## src/rtl/pcb_pkg.sv

```systemverilog
// package for the program counter and bank select block
// assumes a single 10 MHz clock and 8-bit data registers
package pcb_pkg;
    localparam int PCB_ADDR_W = 11;
    localparam int PCB_DATA_ADDR_W = 7;
    localparam logic [10:0] PCB_RESET_VECTOR = 11'h7ff;
    localparam logic [10:0] PCB_PC_ONE = 11'h001;
    // special register offsets within the data space
    localparam logic [4:0] PCB_OFS_INDIRECT = 5'h00;
    localparam logic [4:0] PCB_OFS_TIMER = 5'h01;
    localparam logic [4:0] PCB_OFS_PCLOW = 5'h02;
    localparam logic [4:0] PCB_OFS_STATUS = 5'h03;
    localparam logic [4:0] PCB_OFS_INDEX = 5'h04;
    localparam logic [4:0] PCB_OFS_PORTA = 5'h05;
    localparam logic [4:0] PCB_OFS_PORTB = 5'h06;
    localparam logic [4:0] PCB_OFS_PORTC = 5'h07;
    // field positions
    localparam int PCB_PBANK_LO_POS = 5;
    localparam int PCB_PBANK_HI_POS = 6;
    localparam int PCB_DBANK_LO_POS = 5;
    localparam int PCB_DBANK_HI_POS = 6;
    localparam int PCB_BANKED_BIT = 4;
    // reset values and stack depth
    localparam logic [7:0] PCB_STATUS_RESET = 8'h00;
    localparam logic [7:0] PCB_INDEX_RESET = 8'h80;
    localparam int PCB_STACK_DEPTH = 2;
    // flow control operation codes from the decoder
    typedef enum logic [2:0]
    {
        PCB_OP_SEQ = 3'h0,
        PCB_OP_JUMP = 3'h1,
        PCB_OP_CALL = 3'h2,
        PCB_OP_RET = 3'h3,
        PCB_OP_PCWR = 3'h4
    } pcb_op_t;
endpackage

```

## src/rtl/pcb_core.sv

```systemverilog
// program sequencing and data bank address forming
// assumes the decoder supplies flow ops and register writes, synchronous to clk
`timescale 1ns/10ps
`default_nettype none
module pcb_core
    import pcb_pkg::*;
#(
    parameter logic [10:0] RESET_VECTOR = PCB_RESET_VECTOR,
    parameter int STACK_DEPTH = PCB_STACK_DEPTH
)
(
    input wire logic clk,
    input wire logic resetn,
    input wire pcb_op_t flow_op,
    input wire logic [8:0] instr_target,
    input wire logic [7:0] alu_result,
    input wire logic reg_write,
    input wire logic [4:0] reg_num,
    input wire logic indirect_sel,
    output logic [10:0] fetch_addr,
    output logic flush,
    output logic [6:0] data_addr,
    output logic [7:0] status_flags,
    output logic [7:0] index_pointer,
    output logic [7:0] program_counter_low
);
    // the stack is written out for two levels, so any other depth is refused here
    if (STACK_DEPTH != 2)
    begin
        $error("stack depth must be 2");
    end

    logic [10:0] pc_reg;
    logic [10:0] pc_next;
    logic flush_reg;
    logic flush_next;
    logic [10:0] stack_reg [STACK_DEPTH];
    logic [10:0] stack_next [STACK_DEPTH];
    logic [7:0] status_reg;
    logic [7:0] status_next;
    logic [7:0] index_reg;
    logic [7:0] index_next;
    logic [6:0] daddr_reg;
    logic [6:0] daddr_next;
    logic [1:0] pbank;
    logic [1:0] dbank;
    logic [6:0] raw_addr;
    logic live_op;

    // program bank and data bank bits
    assign pbank = {status_reg[PCB_PBANK_HI_POS], status_reg[PCB_PBANK_LO_POS]};
    assign dbank = {index_reg[PCB_DBANK_HI_POS], index_reg[PCB_DBANK_LO_POS]};
    // an op is ignored while its instruction is being flushed
    assign live_op = !flush_reg;

    // program counter, flush and stack next values
    always_comb
    begin
        pc_next = pc_reg + PCB_PC_ONE;
        flush_next = 1'b0;
        stack_next = stack_reg;
        if (live_op)
        begin
            unique case (flow_op)
                PCB_OP_SEQ:
                begin
                    pc_next = pc_reg + PCB_PC_ONE;
                end
                PCB_OP_JUMP:
                begin
                    pc_next = {pbank, instr_target};
                    flush_next = 1'b1;
                end
                PCB_OP_CALL:
                begin
                    // older entry shifts down and is lost when full
                    stack_next[1] = stack_reg[0];
                    stack_next[0] = pc_reg;
                    pc_next = {pbank, 1'b0, instr_target[7:0]};
                    flush_next = 1'b1;
                end
                PCB_OP_RET:
                begin
                    pc_next = stack_reg[0];
                    stack_next[0] = stack_reg[1];
                    flush_next = 1'b1;
                end
                PCB_OP_PCWR:
                begin
                    pc_next = {pbank, 1'b0, alu_result};
                    flush_next = 1'b1;
                end
                default:
                begin
                    pc_next = pc_reg + PCB_PC_ONE;
                end
            endcase
        end
    end

    // sequencing state registers
    always_ff @(posedge clk or negedge resetn)
    begin
        if (!resetn)
        begin
            pc_reg <= RESET_VECTOR;
            flush_reg <= 1'b1;
            stack_reg[0] <= 11'h000;
            stack_reg[1] <= 11'h000;
        end
        else
        begin
            pc_reg <= pc_next;
            flush_reg <= flush_next;
            stack_reg <= stack_next;
        end
    end

    // data address forming and register writes
    always_comb
    begin
        status_next = status_reg;
        index_next = index_reg;
        if (indirect_sel)
        begin
            raw_addr = index_reg[6:0];
        end
        else
        begin
            raw_addr = {dbank, reg_num};
        end
        if (!raw_addr[PCB_BANKED_BIT])
        begin
            daddr_next = {2'h0, raw_addr[4:0]};
        end
        else
        begin
            daddr_next = raw_addr;
        end
        if (live_op && reg_write && !indirect_sel)
        begin
            if (reg_num == PCB_OFS_STATUS)
            begin
                status_next = alu_result;
            end
            if (reg_num == PCB_OFS_INDEX)
            begin
                index_next = alu_result;
            end
        end
    end

    always_ff @(posedge clk or negedge resetn)
    begin
        if (!resetn)
        begin
            status_reg <= PCB_STATUS_RESET;
            index_reg <= PCB_INDEX_RESET;
            daddr_reg <= 7'h00;
        end
        else
        begin
            status_reg <= status_next;
            index_reg <= index_next;
            daddr_reg <= daddr_next;
        end
    end

    // outputs straight from flip-flops
    assign fetch_addr = pc_reg;
    assign flush = flush_reg;
    assign data_addr = daddr_reg;
    assign status_flags = status_reg;
    assign index_pointer = index_reg;
    assign program_counter_low = pc_reg[7:0];

    // sequencing checks; sampled resetn keeps out the release edge, which still resets
    property p_jump_target;
        @(posedge clk) disable iff (!resetn)
        (!flush_reg && flow_op == PCB_OP_JUMP) |=> pc_reg == {$past(pbank), $past(instr_target)};
    endproperty
    a_jump_target: assert property (p_jump_target) else $error("bad jump target");

    property p_call_target;
        @(posedge clk) disable iff (!resetn)
        (!flush_reg && flow_op == PCB_OP_CALL) |=> pc_reg[8] == 1'b0 && flush_reg;
    endproperty
    a_call_target: assert property (p_call_target) else $error("bad call target");

    property p_push;
        @(posedge clk) disable iff (!resetn)
        (!flush_reg && flow_op == PCB_OP_CALL) |=> stack_reg[0] == $past(pc_reg);
    endproperty
    a_push: assert property (p_push) else $error("return address not pushed");

    property p_call_ret;
        @(posedge clk) disable iff (!resetn)
        (!flush_reg && flow_op == PCB_OP_CALL) ##1 1'b1 ##1 (!flush_reg && flow_op == PCB_OP_RET)
        |=> pc_reg == $past(pc_reg, 3);
    endproperty
    a_call_ret: assert property (p_call_ret) else $error("return mismatch");

    property p_seq;
        @(posedge clk) disable iff (!resetn)
        (resetn && (flush_reg || flow_op == PCB_OP_SEQ))
        |=> pc_reg == $past(pc_reg) + PCB_PC_ONE;
    endproperty
    a_seq: assert property (p_seq) else $error("no increment");

    property p_flush_one;
        @(posedge clk) disable iff (!resetn)
        (resetn && flush_reg) |=> !flush_reg;
    endproperty
    a_flush_one: assert property (p_flush_one) else $error("flush too long");

    property p_pcwr;
        @(posedge clk) disable iff (!resetn)
        (!flush_reg && flow_op == PCB_OP_PCWR) |=> pc_reg[7:0] == $past(alu_result) && !pc_reg[8];
    endproperty
    a_pcwr: assert property (p_pcwr) else $error("bad pc write");

    // data addressing checks
    property p_low_shared;
        @(posedge clk) disable iff (!resetn)
        (!indirect_sel && !reg_num[4]) |=> data_addr[6:5] == 2'h0;
    endproperty
    a_low_shared: assert property (p_low_shared) else $error("shared not bank 0");

    property p_direct;
        @(posedge clk) disable iff (!resetn)
        (!indirect_sel && reg_num[4]) |=> data_addr == {$past(dbank), $past(reg_num)};
    endproperty
    a_direct: assert property (p_direct) else $error("bad direct address");

    property p_indirect;
        @(posedge clk) disable iff (!resetn)
        (indirect_sel && index_reg[PCB_BANKED_BIT]) |=> data_addr == $past(index_reg[6:0]);
    endproperty
    a_indirect: assert property (p_indirect) else $error("bad indirect address");

    property p_ind_shared;
        @(posedge clk) disable iff (!resetn)
        (indirect_sel && !index_reg[PCB_BANKED_BIT])
        |=> data_addr == {2'h0, $past(index_reg[4:0])};
    endproperty
    a_ind_shared: assert property (p_ind_shared) else $error("indirect not bank 0");

    // stack, reset and register write checks
    property p_reset_vector;
        @(posedge clk) disable iff (!resetn)
        $rose(resetn) |-> pc_reg == RESET_VECTOR && flush_reg;
    endproperty
    a_reset_vector: assert property (p_reset_vector) else $error("bad reset vector");

    property p_reset_wrap;
        @(posedge clk) disable iff (!resetn)
        $rose(resetn) |=> pc_reg == RESET_VECTOR + PCB_PC_ONE && !flush_reg;
    endproperty
    a_reset_wrap: assert property (p_reset_wrap) else $error("no wrap after reset");

    property p_ret_pop;
        @(posedge clk) disable iff (!resetn)
        (!flush_reg && flow_op == PCB_OP_RET) |=> pc_reg == $past(stack_reg[0]) && flush_reg;
    endproperty
    a_ret_pop: assert property (p_ret_pop) else $error("bad return pop");

    property p_ret_shift;
        @(posedge clk) disable iff (!resetn)
        (!flush_reg && flow_op == PCB_OP_RET) |=> stack_reg[0] == $past(stack_reg[1]);
    endproperty
    a_ret_shift: assert property (p_ret_shift) else $error("stack not moved up");

    property p_overwrite;
        @(posedge clk) disable iff (!resetn)
        (!flush_reg && flow_op == PCB_OP_CALL) |=> stack_reg[1] == $past(stack_reg[0]);
    endproperty
    a_overwrite: assert property (p_overwrite) else $error("stack not shifted");

    property p_stack_hold;
        @(posedge clk) disable iff (!resetn)
        (resetn && (flush_reg || flow_op == PCB_OP_SEQ))
        |=> stack_reg[0] == $past(stack_reg[0]) && stack_reg[1] == $past(stack_reg[1]);
    endproperty
    a_stack_hold: assert property (p_stack_hold) else $error("stack disturbed");

    property p_call_bank;
        @(posedge clk) disable iff (!resetn)
        (!flush_reg && flow_op == PCB_OP_CALL)
        |=> pc_reg == {$past(pbank), 1'b0, $past(instr_target[7:0])};
    endproperty
    a_call_bank: assert property (p_call_bank) else $error("bad call bank");

    property p_pcwr_bank;
        @(posedge clk) disable iff (!resetn)
        (!flush_reg && flow_op == PCB_OP_PCWR) |=> pc_reg[10:9] == $past(pbank);
    endproperty
    a_pcwr_bank: assert property (p_pcwr_bank) else $error("bad pc write bank");

    property p_flow_flush;
        @(posedge clk) disable iff (!resetn)
        (!flush_reg && flow_op inside {PCB_OP_JUMP, PCB_OP_CALL, PCB_OP_RET, PCB_OP_PCWR})
        |=> flush_reg;
    endproperty
    a_flow_flush: assert property (p_flow_flush) else $error("no flush cycle");

    property p_flush_hold;
        @(posedge clk) disable iff (!resetn)
        (resetn && flush_reg)
        |=> status_reg == $past(status_reg) && index_reg == $past(index_reg);
    endproperty
    a_flush_hold: assert property (p_flush_hold) else $error("write in flush");

    property p_status_write;
        @(posedge clk) disable iff (!resetn)
        (!flush_reg && reg_write && !indirect_sel && reg_num == PCB_OFS_STATUS)
        |=> status_reg == $past(alu_result);
    endproperty
    a_status_write: assert property (p_status_write) else $error("status lost");

    property p_index_write;
        @(posedge clk) disable iff (!resetn)
        (!flush_reg && reg_write && !indirect_sel && reg_num == PCB_OFS_INDEX)
        |=> index_reg == $past(alu_result);
    endproperty
    a_index_write: assert property (p_index_write) else $error("index lost");
endmodule
`default_nettype wire

```

## config.mk

```make
export PLATFORM = sky130hd
export DESIGN_NAME = pcb_core
export DESIGN_NICKNAME = d
export VERILOG_FILES = /design/src/rtl/pcb_pkg.sv /design/src/rtl/pcb_core.sv
export SDC_FILE = /design/constraint.sdc
export NUM_CORES = 1
export LEC_CHECK = 0
export ABC_AREA = 1
export BUFFER_PORTS_ARGS = -buffer_cell sky130_fd_sc_hd__buf_2
export CORE_MARGIN = 3
export CORE_UTILIZATION = 30
export CTS_CLUSTER_SIZE = 20
export DETAILED_ROUTE_END_ITERATION = 16
export SKIP_LAST_GASP = 1
export SYNTH_ARGS = -nofsm -noshare
export SYNTH_HDL_FRONTEND = slang
export SYNTH_SLANG_ARGS = --single-unit
```

## constraint.sdc

```tcl
create_clock -name clk -period 2.05 [get_ports clk]
set_input_delay 0.41 -clock clk [delete_from_list [all_inputs] [get_ports clk]]
set_output_delay 0.41 -clock clk [all_outputs]
set_load 0.02 [all_outputs]
```

Word-level counts from Yosys, hierarchy flattened
Index checks and enable logic that the tools add are counted.

cells by class
  add/subtract/negate cells = 1
  eq/ne operators = 6
  mux-type cells = 7
  bitwise gates (word level) = 1
  reduce and logical (&&, ||, !) cells = 10

operator list
  cell                                            count
  one-hot mux 11 bit (4 select lines)             1
  one-hot mux 11 bit (2 select lines)             1
  adder 11 x 1 -> 11 bit (second input constant)  1
  2-to-1 mux 11 bit                               1
  AND reduction 2 bit                             4
  2-to-1 mux 7 bit                                1
  == test 3 x 2 -> 1 bit (second input constant)  2
  == test 5 x 2 -> 1 bit (second input constant)  1
  == test 5 x 3 -> 1 bit (second input constant)  1
  2-to-1 mux 5 bit                                1
  OR reduction 4 bit                              1
  == test 3 x 1 -> 1 bit (second input constant)  1
  == test 3 bit (second input constant)           1
  logical AND 1 bit                               2
  logical NOT 1 bit                               2
  2-to-1 mux 1 bit                                2
  nonzero test 2 bit                              1
  inverter 1 bit                                  1

storage, ports and cells
  bits in registers = 57
  input port bits = 29
  output and inout port bits = 43
  logic and storage cells = 32

Longest topological paths before layout
Gate-level depths: netlist of run 1.

  depth after elaboration = 4
  depth in mapped cells = 9
  depth with buffers taken out = 8

Least setup slack after synthesis of run 1
OpenSTA, ideal clock, no wires.

  path type = flip-flop to flip-flop
  from = register pc_reg[0] (netlist: fetch_addr[0])
  to = register pc_reg[8] (netlist: fetch_addr[8])
  library setup time = 0.076 ns
  data arrival time = 1.399 ns
  required time = 1.974 ns
  path slack = 0.576 ns
  cell stages (with the launch flop) = 9
  buffers on the path = 0
  clock period less this slack = 1.474 ns
  path through = dfstp_2 > ha_1 > nand3_1 > nor2_1 > nand2_1 > nand2_1 > nand2_1 > nand2_1 > nand2_1

on the way
  longest elaborated chain between the ends = 3

ends and longest elaborated chain
  item                                 RTL line                                        source
  from (decl)                          pcb_core.sv:33                                  logic [10:0] pc_reg;
  from (signal assigned)               pcb_core.sv:113                                 pc_reg <= pc_next;
  adder 11 x 1 -> 11 bit *             pcb_core.sv:59, pcb_core.sv:67, pcb_core.sv:95
  one-hot mux 11 bit (4 select lines)  pcb_core.sv:64                                  unique case (flow_op)
  2-to-1 mux 11 bit *                  pcb_core.sv:62                                  if (live_op)
  named net pc_next[8]                 pcb_core.sv:34                                  logic [10:0] pc_next;

The timed path passes the listed nets; every way through them passes the cells marked *.
A chain may end at the register's enable or synchronous reset.

Worst setup path in the final report of run 1
  from = register pc_reg[0] (netlist: fetch_addr[0])
  to = register pc_reg[6] (netlist: fetch_addr[6])

Same word-level chain as after synthesis.

==> results of run 1 <==
report_power, final:
group	leakage [uW]	internal, uW	total (uW)	switching, uW
Sequential	0.000720	1390	1580	195
Clock	0.000127	877	1340	463
Combinational	0.00102	323	896	573
Total	0.00187	2590	3820	1230
worst max-delay path, delay by kind of cell, from the launching register on:
kind                       cells  cell delay, ps
AOI/OAI and AO/OA              1             160
and+or+nand+nor                4             580
adders and majority gates      1             200
DFF                            1             590
metal layers:
metal,wire length [um],track usage,up-vias
met5,0,0,-
met4,119,0.0513,0
met3,532,0.0503,13
met2,3360,0.218,83
met1,3820,0.213,1222
li1,-,-,1329
worst min-delay path by stage:
stage | end | start | depth (start not counted) | slack, ps
after floorplan | data_addr[0] | resetn | 0 | 110
after global routing | data_addr[6] | resetn | 1 | 30
final | data_addr[6] | resetn | 1 | 20
after global placement | data_addr[6] | resetn | 1 | 400
after detailed placement | data_addr[6] | resetn | 1 | 400
after CTS | data_addr[5] | resetn | 1 | 20
cell families after synthesis:
family | Yosys count
adder cells (fa/ha/maj) | 1
flip-flops | 57
buffers and inverters | 77
XOR/XNOR | 3
AO/OA/AOI/OAI | 69
AND/OR/NAND/NOR | 168
cell type report:
cell class / count / area share
clock buffer: 12 / 0.0432
clock inverter: 4 / 0.0275
inverter: 51 / 0.0533
multi-input combinational: 241 / 0.309
sequential: 57 / 0.401
tap: 129 / 0.0449
timing repair buffer: 80 / 0.121
Yosys cell counts (all sizes together):
library cell | count | area, um^2
ha | 1 | 12.5
nor2 | 12 | 55.1
xor2 | 1 | 8.76
dfrtp | 44 | 1100
dfstp | 13 | 342
nor3 | 4 | 20.0
inv | 51 | 191
nand3 | 23 | 115
xnor2 | 2 | 17.5
nand4 | 12 | 75.1
clkbuf | 4 | 16.3
o21ai | 47 | 235
o22ai | 11 | 68.8
nand3b | 2 | 15.0
buf | 22 | 136
a21oi | 11 | 55.1
nand2 | 115 | 432
per-stage QoR:
step,std cells,hold slack [ps],area (um^2),util,worst slack (ps)
6_report,574,24.7,3590,0.385,463
5_1_grt,574,29.3,3590,0.385,329
4_1_cts,574,20.9,3590,0.385,482
3_5_place_dp,558,401,3340,0.358,384
3_3_place_gp,558,402,3340,0.358,432
2_1_floorplan,375,114,2900,-,576
cell usage in the layout (no fill, tap or decap), types with 2 or more instances in the layout:
| cell type | instances |
|---|---|
| a21oi_1 | 11 |
| o21ai_1 | 27 |
| inv_2 | 5 |
| buf_4 | 8 |
| dfrtp_1 | 44 |
| nand2_1 | 115 |
| nand3b_1 | 2 |
| o22ai_1 | 11 |
| xnor2_1 | 2 |
| inv_1 | 46 |
| nand3_1 | 23 |
| nand4_1 | 12 |
| bufinv_16 | 3 |
| clkbuf_8 | 11 |
| o21ai_0 | 20 |
| nor2_1 | 10 |
| buf_2 | 71 |
| nor3_1 | 4 |
| dfstp_2 | 13 |
==> out/qor.yml, run 1 <==
yosys:
  syn_inst: 375
  synth_area_per_cell_um2: 7.72
  synthSimpleGateAreaFrac: 0.246
  syn-cell-area_mm2: 0.00290
  synth_seq_cells: 57
  synth_compound_area_frac: 0.124
  muxShareOfSynthArea: 0
  synthAdderAreaFrac: 0.00432
  synth.distinct_cells: 24
  synth_nets: 405
  synth_top_family_by_area: "simple AND/OR/NAND/NOR gates"
  synth_xor_area_frac: 0.00907
  yosysSeqAreaShare: 0.498
  yosysWarningCount: 0
sta:
  period_share: 0.774
  setup_viol: 0
  tightest_slew_ps: 516
  slew_headroom: 0.655
  final_max_slew_viol_count: 0
  worst_clock_skew_ps: 10.4
  fmax_mhz: 630
  hold_viol_final: 0
  final.setup.tns_ps: 0
  rsz0062_at_grt: "no"
  layout_min_cycle_time_ps: 1590
power:
  p_leak_uw: 0.00187
  total_power_uw: 3820
  ir_worst_vdd_mv: 0.541
  powerDensity_mw_per_mm2: 1060
worst_setup_path:
  required_ps: 2320
  crit_end: "fetch_addr[6]"
  rr_worst_depth: 6
  crit_top_cell: "nor2_1"
  worstReg2RegStart: "fetch_addr[0]"
  crit_path_start: "fetch_addr[0]"
  startpoint_type: "register"
  arrival_ps: 1860
  crit_slowest_cell: "dfstp_2"
  rr_endpoint: "fetch_addr[6]"
  end_kind: "register"
  rrSetupSlack_ps: 460
  max_stage_delay_ps: 590
  cp_cell_sequence: "ha_1, nand3_1, nor2_1, nor2_1, o21ai_0, nand2_1"
  worstPathMaxFanout: 6
  crit_type: "reg -> reg"
worst_hold_path:
  hp-class: "in -> async"
cts:
  cts_tree: "done"
  insertion_delay_ps: 340
  cts_buffer_depth: 2
  cts_resized: 0
  holdBufCountCts: 0
  clock_sink_count: 57
  root_buffer: "clkbuf_8"
  post_cts_buffers: 0
  clkTransAtPathRegs_ps: 70
  htree_levels: 3
  numCtsBuffers: 9
global_route:
  grt_start_max_net_pins: 39
  antenna_found_initial: 0
  grt_overflow: 0
  grt_pass1_wl_um: 13200
  grt_pass1_vias: 2595
  gr-usage-all-layers: 0.151
routing:
  first_pass_iters: 4
  avgViaCountPerCell: 4.61
  drt_iter0_markers: 208
  wl_per_cell_um: 13.6
  ant_nets: 0
  remaining_drc_errors: 0
  via_count: 2647
  postRouteWirelength_um: 7830
cells_and_area:
  multi_input_area_mm2: 0.00111
  diodes: 0
  layout.nets: 470
  drive_above_1_share: 0.258
  register_area_mm2: 0.00144
  fillerInstances: 981
  syn_to_final_growth_pct: 24.1
  largest_reg_flops: 22
floorplan:
  die_h_um: 104
  ios: 72
  die_area_mm2: 0.0109
  start_util: 0.311
  core_mm2: 0.00933
  rows: 35
  dieWidth_um: 104
placement:
  routabilityCongestion: 0.814
  port_buffers: 71
  dp_hpwl_um: 5740
run:
  maxCapViolations: 0
run_status:
  outcome: "complete, no violations"
No activity file was read; power rests on OpenSTA's default activity.
==> run 2, diff against run 1 <==
- ABC_AREA: 1 -> 0
- clock period: 2.05 -> 1.3 ns (I/O delays scaled with it)
==> run 2 against run 1 <==
  * The run now ends with negative setup slack left
  * Via count shrank 3.7%
  * Critical path depth grew 1
  * Utilization grew 14 points
  * Sequential power grew 68%
  * First-iteration DRC count shrank 35%
  * Register-to-register slack lost 740 ps
==> out/qor.yml, run 2 <==
run_status:
  outcome: "finished, violations left"
  violations: "negative setup slack"
worst_hold_path:
  min_from: "alu_result[3]"
  hold_depth: 2
  hp-class: "in -> reg"
  holdPathEnd: "index_pointer[3]"
sta:
  fmax_mhz: 635
  rsz0062_at_grt: "yes"
  final_max_slew_viol_count: 0
  tightest_slew_ps: 375
  period_share: 1.21
  worst_slack_ps: -274
  slew_headroom: 0.743
  setup_viol: 68
  layout_min_cycle_time_ps: 1570
  worst_clock_skew_ps: 9.53
  hold_viol_final: 0
cells_and_area:
  final_cell_area_mm2: 0.00469
  syn_to_final_growth_pct: 67.9
  multi_input_area_mm2: 0.00155
  largest_reg_flops: 22
  diodes: 0
  layout.nets: 413
  final_cell_mix: "buf_4 (51), buf_2 (50), dfrtp_1 (43), buf_6 (42), mux2_4 (23)"
  register_area_mm2: 0.00144
  final_util: 0.528
  fillerInstances: 737
  drive_above_1_share: 0.701
  layout_commonest_cell: "buf_4"
global_route:
  antenna_found_initial: 0
  grt_start_max_net_pins: 34
  grt_pass1_vias: 2519
  grt_pass1_wl_um: 13300
  grt_overflow: 0
  gr-usage-all-layers: 0.169
yosys:
  synth_area_per_cell_um2: 11.6
  synth_edf_count: 0
  synthFlopType: "dfrtp_1"
  syn_inst: 241
  synth_area_leaders: "dfrtp_1 (39%), mux2_2 (16%), dfstp_2 (12%)"
  syn-cell-area_mm2: 0.00280
  yosysSeqAreaShare: 0.516
  synth.distinct_cells: 39
  netlist.area_leader.share: 0.394
  async_flop_share: 1.00
  synth_seq_cells: 57
  yosysWarningCount: 0
  synth_nets: 271
  synth_top_cell_by_area: "dfrtp_1"
  synthTopCellsByCount: "dfrtp_1 (44), mux2_2 (40), nand2_1 (19)"
  yosysMostFrequentCell: "dfrtp_1"
worst_setup_path:
  rrSetupSlack_ps: -270
  startpoint_type: "register"
  crit_type: "reg -> reg"
  worstReg2RegStart: "flush"
  rr_worst_depth: 7
  arrival_ps: 1800
  end_kind: "register"
  required_ps: 1520
  worstPathMaxFanout: 6
  rr_endpoint: "stack_reg[5]"
routing:
  drt_iter0_markers: 136
  wl_per_cell_um: 18.5
  remaining_drc_errors: 0
  first_pass_iters: 5
  avgViaCountPerCell: 5.14
  via_count: 2548
  postRouteWirelength_um: 9180
  ant_nets: 0
power:
  intPower_uw: 5570
  power_frac_seq: 0.324
  p_leak_uw: 0.00223
  switching_share: 0.320
  switchingPower_uw: 2620
  powerDensity_mw_per_mm2: 1750
  comb_power_share: 0.410
  ir_worst_vdd_mv: 0.796
  p_clk_frac: 0.266
cts:
  clock_sink_count: 57
  htree_levels: 3
  clkTransAtPathRegs_ps: 70
  root_buffer: "clkbuf_8"
  cts_tree: "done"
  cts_buffer_depth: 2
  numCtsBuffers: 9
  insertion_delay_ps: 340
placement:
  dp_hpwl_um: 6070
  port_buffers: 71
  routabilityCongestion: 0.814
  placed_area_mm2: 0.00370
floorplan:
  die_area_mm2: 0.0105
  dieWidth_um: 103
  start_util: 0.314
  rows: 34
  core_mm2: 0.00889
  ios: 72
  die_h_um: 103
run:
  maxCapViolations: 0
[run 2: cell types whose count changed in the layout (fill, tap and decap cells not counted), sizes merged, moves of 5 or more]
cell and delta:
nand2 -95, buf +69, inv -46, mux2 +40, o21ai -32, nand3 -18
a22oi +13, nand4 -12, nor2 -9, or2 +6, a21oi -5
[run 2: power by group through the flow]
stage / Sequential, uW / Clock (uW) / Combinational (uW)
final: 2660 / 2180 / 3360
after global routing: 2710 / 2310 / 3550
after CTS: 2640 / 2220 / 3000
after detailed placement: 2630 / 0 / 2240
after global placement: 2600 / 0 / 2220
after floorplan: 2900 / 0 / 1160
[run 2: layout make-up]
cell class,count,area share
Clock inverter,6,0.0277
Tap cell,108,0.0288
Inverter,5,0.00453
Clock buffer,10,0.0272
Multi-Input combinational cell,158,0.331
Timing Repair Buffer,152,0.273
Sequential cell,57,0.308
[run 2: worst max-delay path by stage]
stage                  from          endpoint  slack (ps)
6_report              flush      stack_reg[5]        -270
5_1_grt               flush  index_pointer[3]        -330
4_1_cts               flush  index_pointer[4]        -230
3_5_place_dp     reg_num[3]  index_pointer[4]        -370
3_3_place_gp     reg_num[3]  index_pointer[5]        -360
2_1_floorplan  indirect_sel  index_pointer[0]        -380
[run 2: logic make-up (layout without fill, tap and decap cells)]
logic type               count (synthesis)  count (layout)  synth area share
AND/OR/NAND/NOR                         52              52             0.108
flip-flops                              57              57             0.516
AO/OA/AOI/OAI                           53              53             0.120
multiplexers                            44              44             0.175
adder cells (fa/ha/maj)                  1               1           0.00448
buffers and inverters                   26             173            0.0510
XOR/XNOR                                 8               8            0.0251
[run 2: critical path: stages, from the launching register on]
cell and delay [ps]:
dfstp_2 390, buf_6 120, buf_12 120, nor2_4 140, nand2_4 80, nor2_4 130, buf_6 160, mux2_4 300
[run 2: metal layers]
layer  routed length, um  vias to the layer above  GRT usage
met1                3950                     1315      0.227
met5                   0                        -          0
met2                4620                       67      0.266
met3                 421                        9     0.0392
li1                    -                     1157          -
met4                 181                        0     0.0616
[run 2: repair_timing]
action,in CTS,in global routing
gates resized for setup,80,46
gates cloned,1,2
hold buffers,1,0
pin swaps,8,17
endpoints found under the setup margin,65,70
buffers inserted,17,16
hold endpoints to repair,10,0
[run 2: per-stage QoR]
| step | hold WS [ps] | power [uW] | setup WS, ps | std cells | setup TNS (ps) |
|---|---|---|---|---|---|
| final | 192 | 8190 | -274 | 496 | -10560 |
| after global routing | 176 | 8560 | -327 | 496 | -13950 |
| after CTS | 182 | 7850 | -233 | 479 | -9020 |
| after detailed placement | 187 | 4870 | -374 | 445 | -9620 |
| after global placement | 181 | 4820 | -359 | 445 | -9190 |
| after floorplan | -35.6 | 4050 | -377 | 241 | -7650 |
